$ cat src/inc/emb_pkg.sv
// Purpose: Shared constants and types for the entry mode and booster soft-start command block.
// Assumes: 25 MHz pclk, command bytes arriving over a clocked serial link.
// Notes: Constants and types only; the logic lives in the modules that import this package.

package emb_pkg;

  localparam logic [7:0] CMD_ENTRY_MODE = 8'h11;
  localparam logic [7:0] CMD_BOOST_SOFT = 8'h0c;

  localparam logic [2:0] ENTRY_POR = 3'h3;
  localparam logic [7:0] PH1_POR = 8'h8b;
  localparam logic [7:0] PH2_POR = 8'h9c;
  localparam logic [7:0] PH3_POR = 8'h96;
  localparam logic [7:0] DUR_POR = 8'h0f;

  localparam int STEP_X_BIT = 0;
  localparam int STEP_Y_BIT = 1;
  localparam int AXIS_BIT = 2;
  localparam int STR_MSB = 6;
  localparam int STR_LSB = 4;
  localparam int OFF_MSB = 3;
  localparam int OFF_LSB = 0;
  localparam logic [3:0] OFF_MIN_CODE = 4'h4;
  localparam int DUR_PH1_LSB = 0;
  localparam int DUR_PH2_LSB = 2;
  localparam int DUR_PH3_LSB = 4;
  localparam logic [1:0] BOOST_LAST_IDX = 2'h3;

  localparam logic [11:0] REG_CTRL = 12'h000;
  localparam logic [11:0] REG_STATUS = 12'h004;
  localparam logic [11:0] REG_BOOST = 12'h008;
  localparam logic [11:0] REG_ADDR = 12'h00c;
  localparam int CTRL_START_BIT = 0;
  localparam int CTRL_RAMWR_BIT = 1;
  localparam int STAT_BUSY_BIT = 4;
  localparam int STAT_PHASE_LSB = 5;
  localparam int ADDR_Y_LSB = 16;

  localparam int ADDR_X_W = 8;
  localparam int ADDR_Y_W = 9;
  localparam int LINK_BITS = 8;

  localparam int CLK_HZ = 25_000_000;
  localparam int PHASE_STEP_MS = 10;
  localparam int CNT_W = 24;
  localparam logic [CNT_W-1:0] PHASE_STEP_CYC = CNT_W'(CLK_HZ / 1000 * PHASE_STEP_MS);

  typedef struct packed {
    logic is_data;
    logic [7:0] value;
  } emb_byte_t;

  typedef struct packed {
    logic [7:0] dur;
    logic [7:0] ph3;
    logic [7:0] ph2;
    logic [7:0] ph1;
  } emb_boost_t;

  typedef enum {DEC_IDLE, DEC_ENTRY, DEC_BOOST} emb_dec_t;
  typedef enum {BS_IDLE, BS_PH1, BS_PH2, BS_PH3} emb_bs_t;

endpackage

$ cat src/emb_link_rx.sv
// Purpose: Deserialises command and data bytes from the host serial link.
// Assumes: Link pins are asynchronous to pclk; data sampled on the link clock rising edge, MSB first.
// Notes: Chip select high clears a partial byte.
`timescale 1ns/100ps
`default_nettype none

module emb_link_rx
  import emb_pkg::*;
(
  input wire logic pclk,
  input wire logic presetn,
  input wire logic link_sclk,
  input wire logic link_csn,
  input wire logic link_dc,
  input wire logic link_sdin,
  output emb_byte_t rx_byte,
  output logic rx_valid
);

  logic [3:0] meta_r;
  logic [3:0] sync_r;
  logic sclk_d_r;
  logic [7:0] shift_r;
  logic [7:0] shift_nxt;
  logic [2:0] bits_r;
  logic [2:0] bits_nxt;
  emb_byte_t byte_r;
  emb_byte_t byte_nxt;
  logic valid_r;
  logic valid_nxt;
  logic rise;

  // Two-stage synchroniser for sclk, csn, dc, sdin.
  always_ff @(posedge pclk or negedge presetn)
  begin
    if (!presetn)
    begin
      meta_r <= 4'hf;
      sync_r <= 4'hf;
      sclk_d_r <= 1'b1;
    end
    else
    begin
      meta_r <= {link_sclk, link_csn, link_dc, link_sdin};
      sync_r <= meta_r;
      sclk_d_r <= sync_r[3];
    end
  end

  assign rise = sync_r[3] && !sclk_d_r && !sync_r[2];

  always_comb
  begin
    shift_nxt = shift_r;
    bits_nxt = bits_r;
    byte_nxt = byte_r;
    valid_nxt = 1'b0;
    if (sync_r[2])
    begin
      bits_nxt = 3'h0;
    end
    else if (rise)
    begin
      shift_nxt = {shift_r[6:0], sync_r[0]};
      bits_nxt = 3'(bits_r + 3'h1);
      if (bits_r == 3'(LINK_BITS - 1))
      begin
        byte_nxt.value = {shift_r[6:0], sync_r[0]};
        byte_nxt.is_data = sync_r[1];
        valid_nxt = 1'b1;
      end
    end
  end

  always_ff @(posedge pclk or negedge presetn)
  begin
    if (!presetn)
    begin
      shift_r <= 8'h00;
      bits_r <= 3'h0;
      byte_r <= '0;
      valid_r <= 1'b0;
    end
    else
    begin
      shift_r <= shift_nxt;
      bits_r <= bits_nxt;
      byte_r <= byte_nxt;
      valid_r <= valid_nxt;
    end
  end

  assign rx_byte = byte_r;
  assign rx_valid = valid_r;

endmodule
`default_nettype wire

$ cat src/emb_top.sv
// Purpose: Decodes entry mode and booster soft-start commands, stores them, steps the RAM
//   address counter and runs the three-phase soft-start sequence; APB gives software access.
// Assumes: 25 MHz pclk; host link pins asynchronous to pclk.
// Notes: Phase length is a parameter so simulation can shorten it.
//
// Local design decisions: the APB register port and the register addresses.
`timescale 1ns/100ps
`default_nettype none

module emb_top
  import emb_pkg::*;
#(
  parameter logic [CNT_W-1:0] PHASE_STEP_CYC_P = PHASE_STEP_CYC
)
(
  input wire logic pclk,
  input wire logic presetn,
  input wire logic psel,
  input wire logic penable,
  input wire logic pwrite,
  input wire logic [11:0] paddr,
  input wire logic [31:0] pwdata,
  output logic [31:0] prdata,
  output logic pready,
  output logic pslverr,
  input wire logic link_sclk,
  input wire logic link_csn,
  input wire logic link_dc,
  input wire logic link_sdin,
  output logic [1:0] address_step_direction,
  output logic address_update_axis,
  output logic [ADDR_X_W-1:0] addr_x,
  output logic [ADDR_Y_W-1:0] addr_y,
  output logic boost_active,
  output logic [1:0] boost_phase,
  output logic [2:0] drive_strength,
  output logic [3:0] gate_drive_switch_min_off
);

  ////////////////////////////////////////////////////////////////////////////////////////////
  // Helpers.

  function automatic logic [CNT_W-1:0] dur_last(input logic [1:0] code, input logic [CNT_W-1:0] unit);
    logic [CNT_W+2:0] prod;
    prod = unit * ({1'b0, code} + 3'h1);
    dur_last = CNT_W'(prod - 1'b1);
  endfunction

  function automatic logic [3:0] off_code(input logic [7:0] ph);
    off_code = (ph[OFF_MSB:OFF_LSB] < OFF_MIN_CODE) ? OFF_MIN_CODE : ph[OFF_MSB:OFF_LSB];
  endfunction

  function automatic logic reg_hit(input logic [11:0] a);
    reg_hit = (a == REG_CTRL) || (a == REG_STATUS) || (a == REG_BOOST) || (a == REG_ADDR);
  endfunction

  ////////////////////////////////////////////////////////////////////////////////////////////
  // Link receiver.

  emb_byte_t rx_byte;
  logic rx_valid;

  emb_link_rx u_rx (
    .pclk(pclk),
    .presetn(presetn),
    .link_sclk(link_sclk),
    .link_csn(link_csn),
    .link_dc(link_dc),
    .link_sdin(link_sdin),
    .rx_byte(rx_byte),
    .rx_valid(rx_valid)
  );

  ////////////////////////////////////////////////////////////////////////////////////////////
  // Command decoder and parameter store.

  emb_dec_t dec_r;
  emb_dec_t dec_nxt;
  logic [1:0] idx_r;
  logic [1:0] idx_nxt;
  logic [2:0] entry_r;
  logic [2:0] entry_nxt;
  emb_boost_t boost_r;
  emb_boost_t boost_nxt;
  logic cmd_start_r;
  logic cmd_start_nxt;

  always_comb
  begin
    dec_nxt = dec_r;
    idx_nxt = idx_r;
    entry_nxt = entry_r;
    boost_nxt = boost_r;
    cmd_start_nxt = 1'b0;
    if (rx_valid && !rx_byte.is_data)
    begin
      idx_nxt = 2'h0;
      case (rx_byte.value)
        CMD_ENTRY_MODE: dec_nxt = DEC_ENTRY;
        CMD_BOOST_SOFT: dec_nxt = DEC_BOOST;
        default: dec_nxt = DEC_IDLE;
      endcase
    end
    else if (rx_valid)
    begin
      case (dec_r)
        DEC_ENTRY:
        begin
          entry_nxt = rx_byte.value[2:0];
          dec_nxt = DEC_IDLE;
        end
        DEC_BOOST:
        begin
          // Bytes are kept whole; the host is expected to send bit seven set on phase bytes.
          case (idx_r)
            2'h0: boost_nxt.ph1 = rx_byte.value;
            2'h1: boost_nxt.ph2 = rx_byte.value;
            2'h2: boost_nxt.ph3 = rx_byte.value;
            default: boost_nxt.dur = rx_byte.value;
          endcase
          idx_nxt = 2'(idx_r + 2'h1);
          if (idx_r == BOOST_LAST_IDX)
          begin
            dec_nxt = DEC_IDLE;
            cmd_start_nxt = 1'b1;
          end
        end
        default: dec_nxt = DEC_IDLE;
      endcase
    end
  end

  always_ff @(posedge pclk or negedge presetn)
  begin
    if (!presetn)
    begin
      dec_r <= DEC_IDLE;
      idx_r <= 2'h0;
      entry_r <= ENTRY_POR;
      boost_r <= {DUR_POR, PH3_POR, PH2_POR, PH1_POR};
      cmd_start_r <= 1'b0;
    end
    else
    begin
      dec_r <= dec_nxt;
      idx_r <= idx_nxt;
      entry_r <= entry_nxt;
      boost_r <= boost_nxt;
      cmd_start_r <= cmd_start_nxt;
    end
  end

  assign address_step_direction = entry_r[STEP_Y_BIT:STEP_X_BIT];
  assign address_update_axis = entry_r[AXIS_BIT];

  ////////////////////////////////////////////////////////////////////////////////////////////
  // APB slave: one wait state, pready and prdata registered.

  logic pready_r;
  logic pready_nxt;
  logic pslverr_r;
  logic pslverr_nxt;
  logic [31:0] prdata_r;
  logic [31:0] prdata_nxt;
  logic sw_start_r;
  logic sw_start_nxt;
  logic ram_wr_r;
  logic ram_wr_nxt;
  logic addr_set_r;
  logic addr_set_nxt;
  logic [31:0] addr_wdata_r;
  logic [31:0] addr_wdata_nxt;
  logic apb_req;
  logic apb_done;

  assign apb_req = psel && penable && !pready_r;
  assign apb_done = psel && penable && pready_r;

  always_comb
  begin
    pready_nxt = apb_req;
    pslverr_nxt = 1'b0;
    prdata_nxt = 32'h0;
    sw_start_nxt = 1'b0;
    ram_wr_nxt = 1'b0;
    addr_set_nxt = 1'b0;
    addr_wdata_nxt = addr_wdata_r;
    if (apb_req)
    begin
      pslverr_nxt = !reg_hit(paddr) || (pwrite && (paddr == REG_STATUS || paddr == REG_BOOST));
      if (!pwrite)
      begin
        case (paddr)
          REG_STATUS:
          begin
            prdata_nxt[2:0] = entry_r;
            prdata_nxt[STAT_BUSY_BIT] = boost_active;
            prdata_nxt[STAT_PHASE_LSB +: 2] = boost_phase;
          end
          REG_BOOST: prdata_nxt = boost_r;
          REG_ADDR:
          begin
            prdata_nxt[ADDR_X_W-1:0] = addr_x;
            prdata_nxt[ADDR_Y_LSB +: ADDR_Y_W] = addr_y;
          end
          default: prdata_nxt = 32'h0;
        endcase
      end
    end
    if (apb_done && pwrite)
    begin
      if (paddr == REG_CTRL)
      begin
        sw_start_nxt = pwdata[CTRL_START_BIT];
        ram_wr_nxt = pwdata[CTRL_RAMWR_BIT];
      end
      if (paddr == REG_ADDR)
      begin
        addr_set_nxt = 1'b1;
        addr_wdata_nxt = pwdata;
      end
    end
  end

  always_ff @(posedge pclk or negedge presetn)
  begin
    if (!presetn)
    begin
      pready_r <= 1'b0;
      pslverr_r <= 1'b0;
      prdata_r <= 32'h0;
      sw_start_r <= 1'b0;
      ram_wr_r <= 1'b0;
      addr_set_r <= 1'b0;
      addr_wdata_r <= 32'h0;
    end
    else
    begin
      pready_r <= pready_nxt;
      pslverr_r <= pslverr_nxt;
      prdata_r <= prdata_nxt;
      sw_start_r <= sw_start_nxt;
      ram_wr_r <= ram_wr_nxt;
      addr_set_r <= addr_set_nxt;
      addr_wdata_r <= addr_wdata_nxt;
    end
  end

  assign pready = pready_r;
  assign pslverr = pslverr_r;
  assign prdata = prdata_r;

  ////////////////////////////////////////////////////////////////////////////////////////////
  // RAM address counter.

  logic [ADDR_X_W-1:0] ax_r;
  logic [ADDR_X_W-1:0] ax_nxt;
  logic [ADDR_Y_W-1:0] ay_r;
  logic [ADDR_Y_W-1:0] ay_nxt;

  always_comb
  begin
    ax_nxt = ax_r;
    ay_nxt = ay_r;
    if (addr_set_r)
    begin
      ax_nxt = addr_wdata_r[ADDR_X_W-1:0];
      ay_nxt = addr_wdata_r[ADDR_Y_LSB +: ADDR_Y_W];
    end
    else if (ram_wr_r)
    begin
      if (!entry_r[AXIS_BIT])
      begin
        ax_nxt = entry_r[STEP_X_BIT] ? ADDR_X_W'(ax_r + 1'b1) : ADDR_X_W'(ax_r - 1'b1);
      end
      else
      begin
        ay_nxt = entry_r[STEP_Y_BIT] ? ADDR_Y_W'(ay_r + 1'b1) : ADDR_Y_W'(ay_r - 1'b1);
      end
    end
  end

  always_ff @(posedge pclk or negedge presetn)
  begin
    if (!presetn)
    begin
      ax_r <= '0;
      ay_r <= '0;
    end
    else
    begin
      ax_r <= ax_nxt;
      ay_r <= ay_nxt;
    end
  end

  assign addr_x = ax_r;
  assign addr_y = ay_r;

  ////////////////////////////////////////////////////////////////////////////////////////////
  // Soft-start sequencer.

  emb_bs_t bs_r;
  emb_bs_t bs_nxt;
  logic [CNT_W-1:0] cnt_r;
  logic [CNT_W-1:0] cnt_nxt;
  logic [2:0] str_r;
  logic [2:0] str_nxt;
  logic [3:0] off_r;
  logic [3:0] off_nxt;
  logic [1:0] ph_r;
  logic [1:0] ph_nxt;
  logic active_r;
  logic active_nxt;

  always_comb
  begin
    bs_nxt = bs_r;
    cnt_nxt = cnt_r;
    str_nxt = str_r;
    off_nxt = off_r;
    ph_nxt = ph_r;
    if (cmd_start_r || sw_start_r)
    begin
      bs_nxt = BS_PH1;
      ph_nxt = 2'h1;
      cnt_nxt = dur_last(boost_r.dur[DUR_PH1_LSB +: 2], PHASE_STEP_CYC_P);
      str_nxt = boost_r.ph1[STR_MSB:STR_LSB];
      off_nxt = off_code(boost_r.ph1);
    end
    else if (cnt_r != '0)
    begin
      cnt_nxt = CNT_W'(cnt_r - 1'b1);
    end
    else
    begin
      case (bs_r)
        BS_PH1:
        begin
          bs_nxt = BS_PH2;
          ph_nxt = 2'h2;
          cnt_nxt = dur_last(boost_r.dur[DUR_PH2_LSB +: 2], PHASE_STEP_CYC_P);
          str_nxt = boost_r.ph2[STR_MSB:STR_LSB];
          off_nxt = off_code(boost_r.ph2);
        end
        BS_PH2:
        begin
          bs_nxt = BS_PH3;
          ph_nxt = 2'h3;
          cnt_nxt = dur_last(boost_r.dur[DUR_PH3_LSB +: 2], PHASE_STEP_CYC_P);
          str_nxt = boost_r.ph3[STR_MSB:STR_LSB];
          off_nxt = off_code(boost_r.ph3);
        end
        BS_PH3:
        begin
          bs_nxt = BS_IDLE;
          ph_nxt = 2'h0;
          str_nxt = 3'h0;
          off_nxt = 4'h0;
        end
        default: bs_nxt = BS_IDLE;
      endcase
    end
    // The active flag is kept in its own flop so the output is not a decode.
    active_nxt = (ph_nxt != 2'h0);
  end

  always_ff @(posedge pclk or negedge presetn)
  begin
    if (!presetn)
    begin
      bs_r <= BS_IDLE;
      cnt_r <= '0;
      str_r <= 3'h0;
      off_r <= 4'h0;
      ph_r <= 2'h0;
      active_r <= 1'b0;
    end
    else
    begin
      bs_r <= bs_nxt;
      cnt_r <= cnt_nxt;
      str_r <= str_nxt;
      off_r <= off_nxt;
      ph_r <= ph_nxt;
      active_r <= active_nxt;
    end
  end

  assign boost_phase = ph_r;
  assign boost_active = active_r;
  assign drive_strength = str_r;
  assign gate_drive_switch_min_off = off_r;

endmodule
`default_nettype wire

$ cat config.mk
export PLATFORM = sky130hd
export DESIGN_NAME = emb_top
export DESIGN_NICKNAME = d
export VERILOG_FILES = /design/src/inc/emb_pkg.sv /design/src/emb_link_rx.sv /design/src/emb_top.sv
export SDC_FILE = /design/constraint.sdc
export NUM_CORES = 1
export LEC_CHECK = 0
export BUFFER_PORTS_ARGS = -buffer_cell sky130_fd_sc_hd__buf_2
export CORE_ASPECT_RATIO = 1.4
export CORE_MARGIN = 2
export CORE_UTILIZATION = 50
export CTS_CLUSTER_DIAMETER = 100
export DETAILED_ROUTE_END_ITERATION = 8
export GPL_TIMING_DRIVEN = 0
export HOLD_SLACK_MARGIN = 0.03
export PLACE_DENSITY = 0.73
export SETUP_SLACK_MARGIN = 0.2
export SYNTH_ARGS = -nofsm -noshare
export SYNTH_HDL_FRONTEND = slang
export SYNTH_SLANG_ARGS = --single-unit
$ cat constraint.sdc
create_clock -name pclk -period 2.8 [get_ports pclk]
set_input_delay 0.56 -clock pclk [delete_from_list [all_inputs] [get_ports pclk]]
set_output_delay 0.56 -clock pclk [all_outputs]
set_load 0.1 [all_outputs]
==> results.toml <==
[detailed_routing]
top_layer_used = "met4"
wire_per_inst_um = 18.38
route.met2.wl_um = 12060
first_pass_iters = 5
drt_iter0_markers = 321
routed_wl_um = 22680
drtAntennaViolNets = 0
wl_met1_um = 8775
wl_met3_um = 849
vias_per_cell = 5.663
dr_total_vias = 6988
drc = 0

[critical_path]
worstSetupPathType = "flip-flop to flip-flop"
path_max_fanout = 10
cp_data_required_time_ns = 3.12
critPathCaptureType = "flip-flop"
rr_startpoint = "cnt_r[9]"
critPathLaunchType = "flip-flop"
critPathArrivalTime_ns = 3.05
crit_start = "cnt_r[9]"

[clock_network]
cts_sinks = 176
clock_path_buffers = 2
clock-root-buffer = "clkbuf_16"
numCtsBuffers = 17
cts_tree = "done"
htreeDepth = 4
ctsHoldBuffers = 0
clk_latency_ns = 0.44
path_clk_slew_ns = 0.07

[min_path]
hp-class = "input pin to asynchronous set/reset pin"

[layout]
n_fill_cell = 1463
diodes = 0
fin_nets = 1096
utilization_pct = 61.92
syn_to_final_growth_pct = 21.60
drive_gt1_share_pct = 31.19

[grt]
grt_pass1_vias = 6752
grt-ovfl-total = 0
track_usage_pct = 23.17
antenna_found_initial = 0
grt_pass1_wl_um = 34850
grt_max_degree = 128

[placed_design]
dp_hpwl_um = 16030
gp_congestion = 0.9369
io_buffer_count = 101
place_ws_ns = -0.2610

[synthesis]
yosysWarnings = 0
synth_edf_count = 0
synth_seq_area_share_pct = 48.62
syn-num-nets = 950
ys_ff_latch = 176
async_flop_share_pct = 100.0
syn_inst = 835
ys_types = 66
syn_area_per_cell_um2 = 10.93
synth_flop_cell = "dfrtp_1"
synth_area_mm2 = 0.009128

[sta]
rsz0062_at_grt = "true"
tightest_slew_ns = 0.9509
final.setup.tns_ns = 0
finalCritPeriodShare_pct = 97.42
fmaxAchievable_mhz = 366.6
slew_headroom_pct = 36.38
layout_min_cycle_time_ns = 2.728
fin_worst_skew_ns = 0.01609
whs_ns = 0.01929
setup_violations = 0
worst_slack_ns = 0.07216
maxSlewViolCount = 0
finalHoldViolations = 0

[die]
rows = 58
chipWidth_um = 118.2
initial_core_util_pct = 50.92
die_h_um = 163.9
ios = 117
die_area_mm2 = 0.01937
core_area_mm2 = 0.01792

[power]
p_total_w = 0.006229
ir_drop_mv = 0.3640
leakagePower_nw = 5.211
power_density_mw_per_mm2 = 561.2

[run_status]
status = "finished clean"

[flow_run]
drv_cap = 0
## path summary, 6_finish.rpt
check / end / depth (start not counted) / slack, ns
max: cnt_r[9] / 9 / 0.07
min reg2reg: u_rx.sync_r[1] / 0 / 0.36
max reg2reg: cnt_r[9] / 9 / 0.07
max in group asynchronous: cnt_r[5] / 2 / 1.85
min: prdata[27] / 1 / 0.02
min in group pclk: u_rx.meta_r[0] / 1 / 0.22
## power by group
| part | switching [W] | leakage (nW) | internal, W |
|---|---|---|---|
| clock | 0.00107 | 0.287 | 0.00134 |
| combinational | 0.000411 | 2.62 | 0.000437 |
| sequential | 0.000197 | 2.31 | 0.00277 |
## kinds of logic (layout without fill, tap and decap cells)
logic type               after synthesis  after routing  synth area share (%)
XOR/XNOR                              48             48                 4.606
buffers and inverters                 69            228                 2.975
flip-flops                           176            176                 48.62
AND/OR/NAND/NOR                      239            239                 13.20
adder cells (fa/ha/maj)               62             62                 8.746
multiplexers                         105            105                 12.60
AO/OA/AOI/OAI                        136            136                 9.253
## cell usage in the layout (no fill, tap or decap), drive strengths merged, types with 3 or more instances in the layout
cell type,netlist,routed
a211oi,3,3
a21oi,34,34
a22oi,8,8
a31oi,5,5
and2,14,14
buf,9,134
clkbuf,25,45
clkinv,0,3
clkinvlp,0,3
dfrtp,149,149
dfstp,27,27
fa,3,3
ha,59,59
inv,35,41
mux2,79,79
mux2i,26,26
nand2,51,51
nand2b,7,7
nand3,15,15
nand3b,5,5
nand4b,5,5
nor2,69,69
nor2b,3,3
nor3,29,29
nor3b,6,6
nor4,10,10
o2111ai,5,5
o211ai,4,4
o21ai,49,49
o22ai,3,3
or2,4,4
or3,9,9
or4,7,7
xnor2,35,35
xor2,13,13
## flip-flops by register name (all words and copies together), names as in the netlist, 3 cells and up
name / flops
addr_x: 8
u_rx.rx_byte: 9
cnt_r: 24
u_rx.meta_r: 4
entry_r: 3
addr_y: 9
prdata: 32
u_rx.sync_r: 4
boost_r: 32
addr_wdata_r: 17
u_rx.bits_r: 3
gate_drive_switch_min_off: 4
u_rx.shift_r: 7
drive_strength: 3
## Yosys cell counts (all sizes together), types with 7 or more instances
cell    count  share of area (%)
dfrtp     149                 41
mux2       79                9.7
nor2       69                2.8
ha         59                8.1
nand2      51                2.1
o21ai      49                2.8
inv        35                1.4
xnor2      35                3.4
a21oi      34                1.9
nor3       29                1.6
dfstp      27                7.8
mux2i      26                2.9
clkbuf     25                1.0
nand3      15               0.82
and2       14               0.96
xor2       13                1.2
nor4       10               0.75
buf         9               0.51
or3         9               0.62
a22oi       8               0.66
nand2b      7               0.48
or4         7               0.70
## final cells by class
cell class	instances	area, um^2	share of cell area, %
multi-input combinational	590	4646	41.86
sequential	176	4447	40.06
timing repair buffer	127	793.3	7.147
clock buffer	18	429.2	3.867
tap	240	300.3	2.705
buffer	34	180.2	1.623
clock inverter	14	168.9	1.522
inverter	35	135.1	1.217
## through the flow
| stage | std cells | area [um^2] |
|---|---|---|
| after floorplan | 835 | 9163 |
| after global placement | 1176 | 9968 |
| after detailed placement | 1177 | 10010 |
| after CTS | 1220 | 10760 |
| after global routing | 1234 | 11100 |
| final | 1234 | 11100 |
## what timing repair did
item,in CTS,in global routing
gates resized for setup,18,45
buffers inserted,11,12
setup endpoints to repair,33,38
pin swaps,6,13
cloned,0,2
## routing by layer
| metal | GRT usage, % | vias to the layer above |
|---|---|---|
| met2 | 42.12 | 186 |
| met3 | 3.715 | 62 |
| met4 | 11.99 | 0 |
| met5 | 0 | - |
| met1 | 26.18 | 3503 |
| li1 | - | 3237 |
## critical path, stage by stage, from the launching register on
cell	delay (ns)
dfrtp_1	0.40
or4_4	0.55
or2_4	0.26
buf_6	0.12
or4_4	0.50
buf_6	0.15
buf_8	0.15
a21oi_2	0.18
o21ai_1	0.13
o22a_1	0.17
Power figures use the tool's default switching activity.
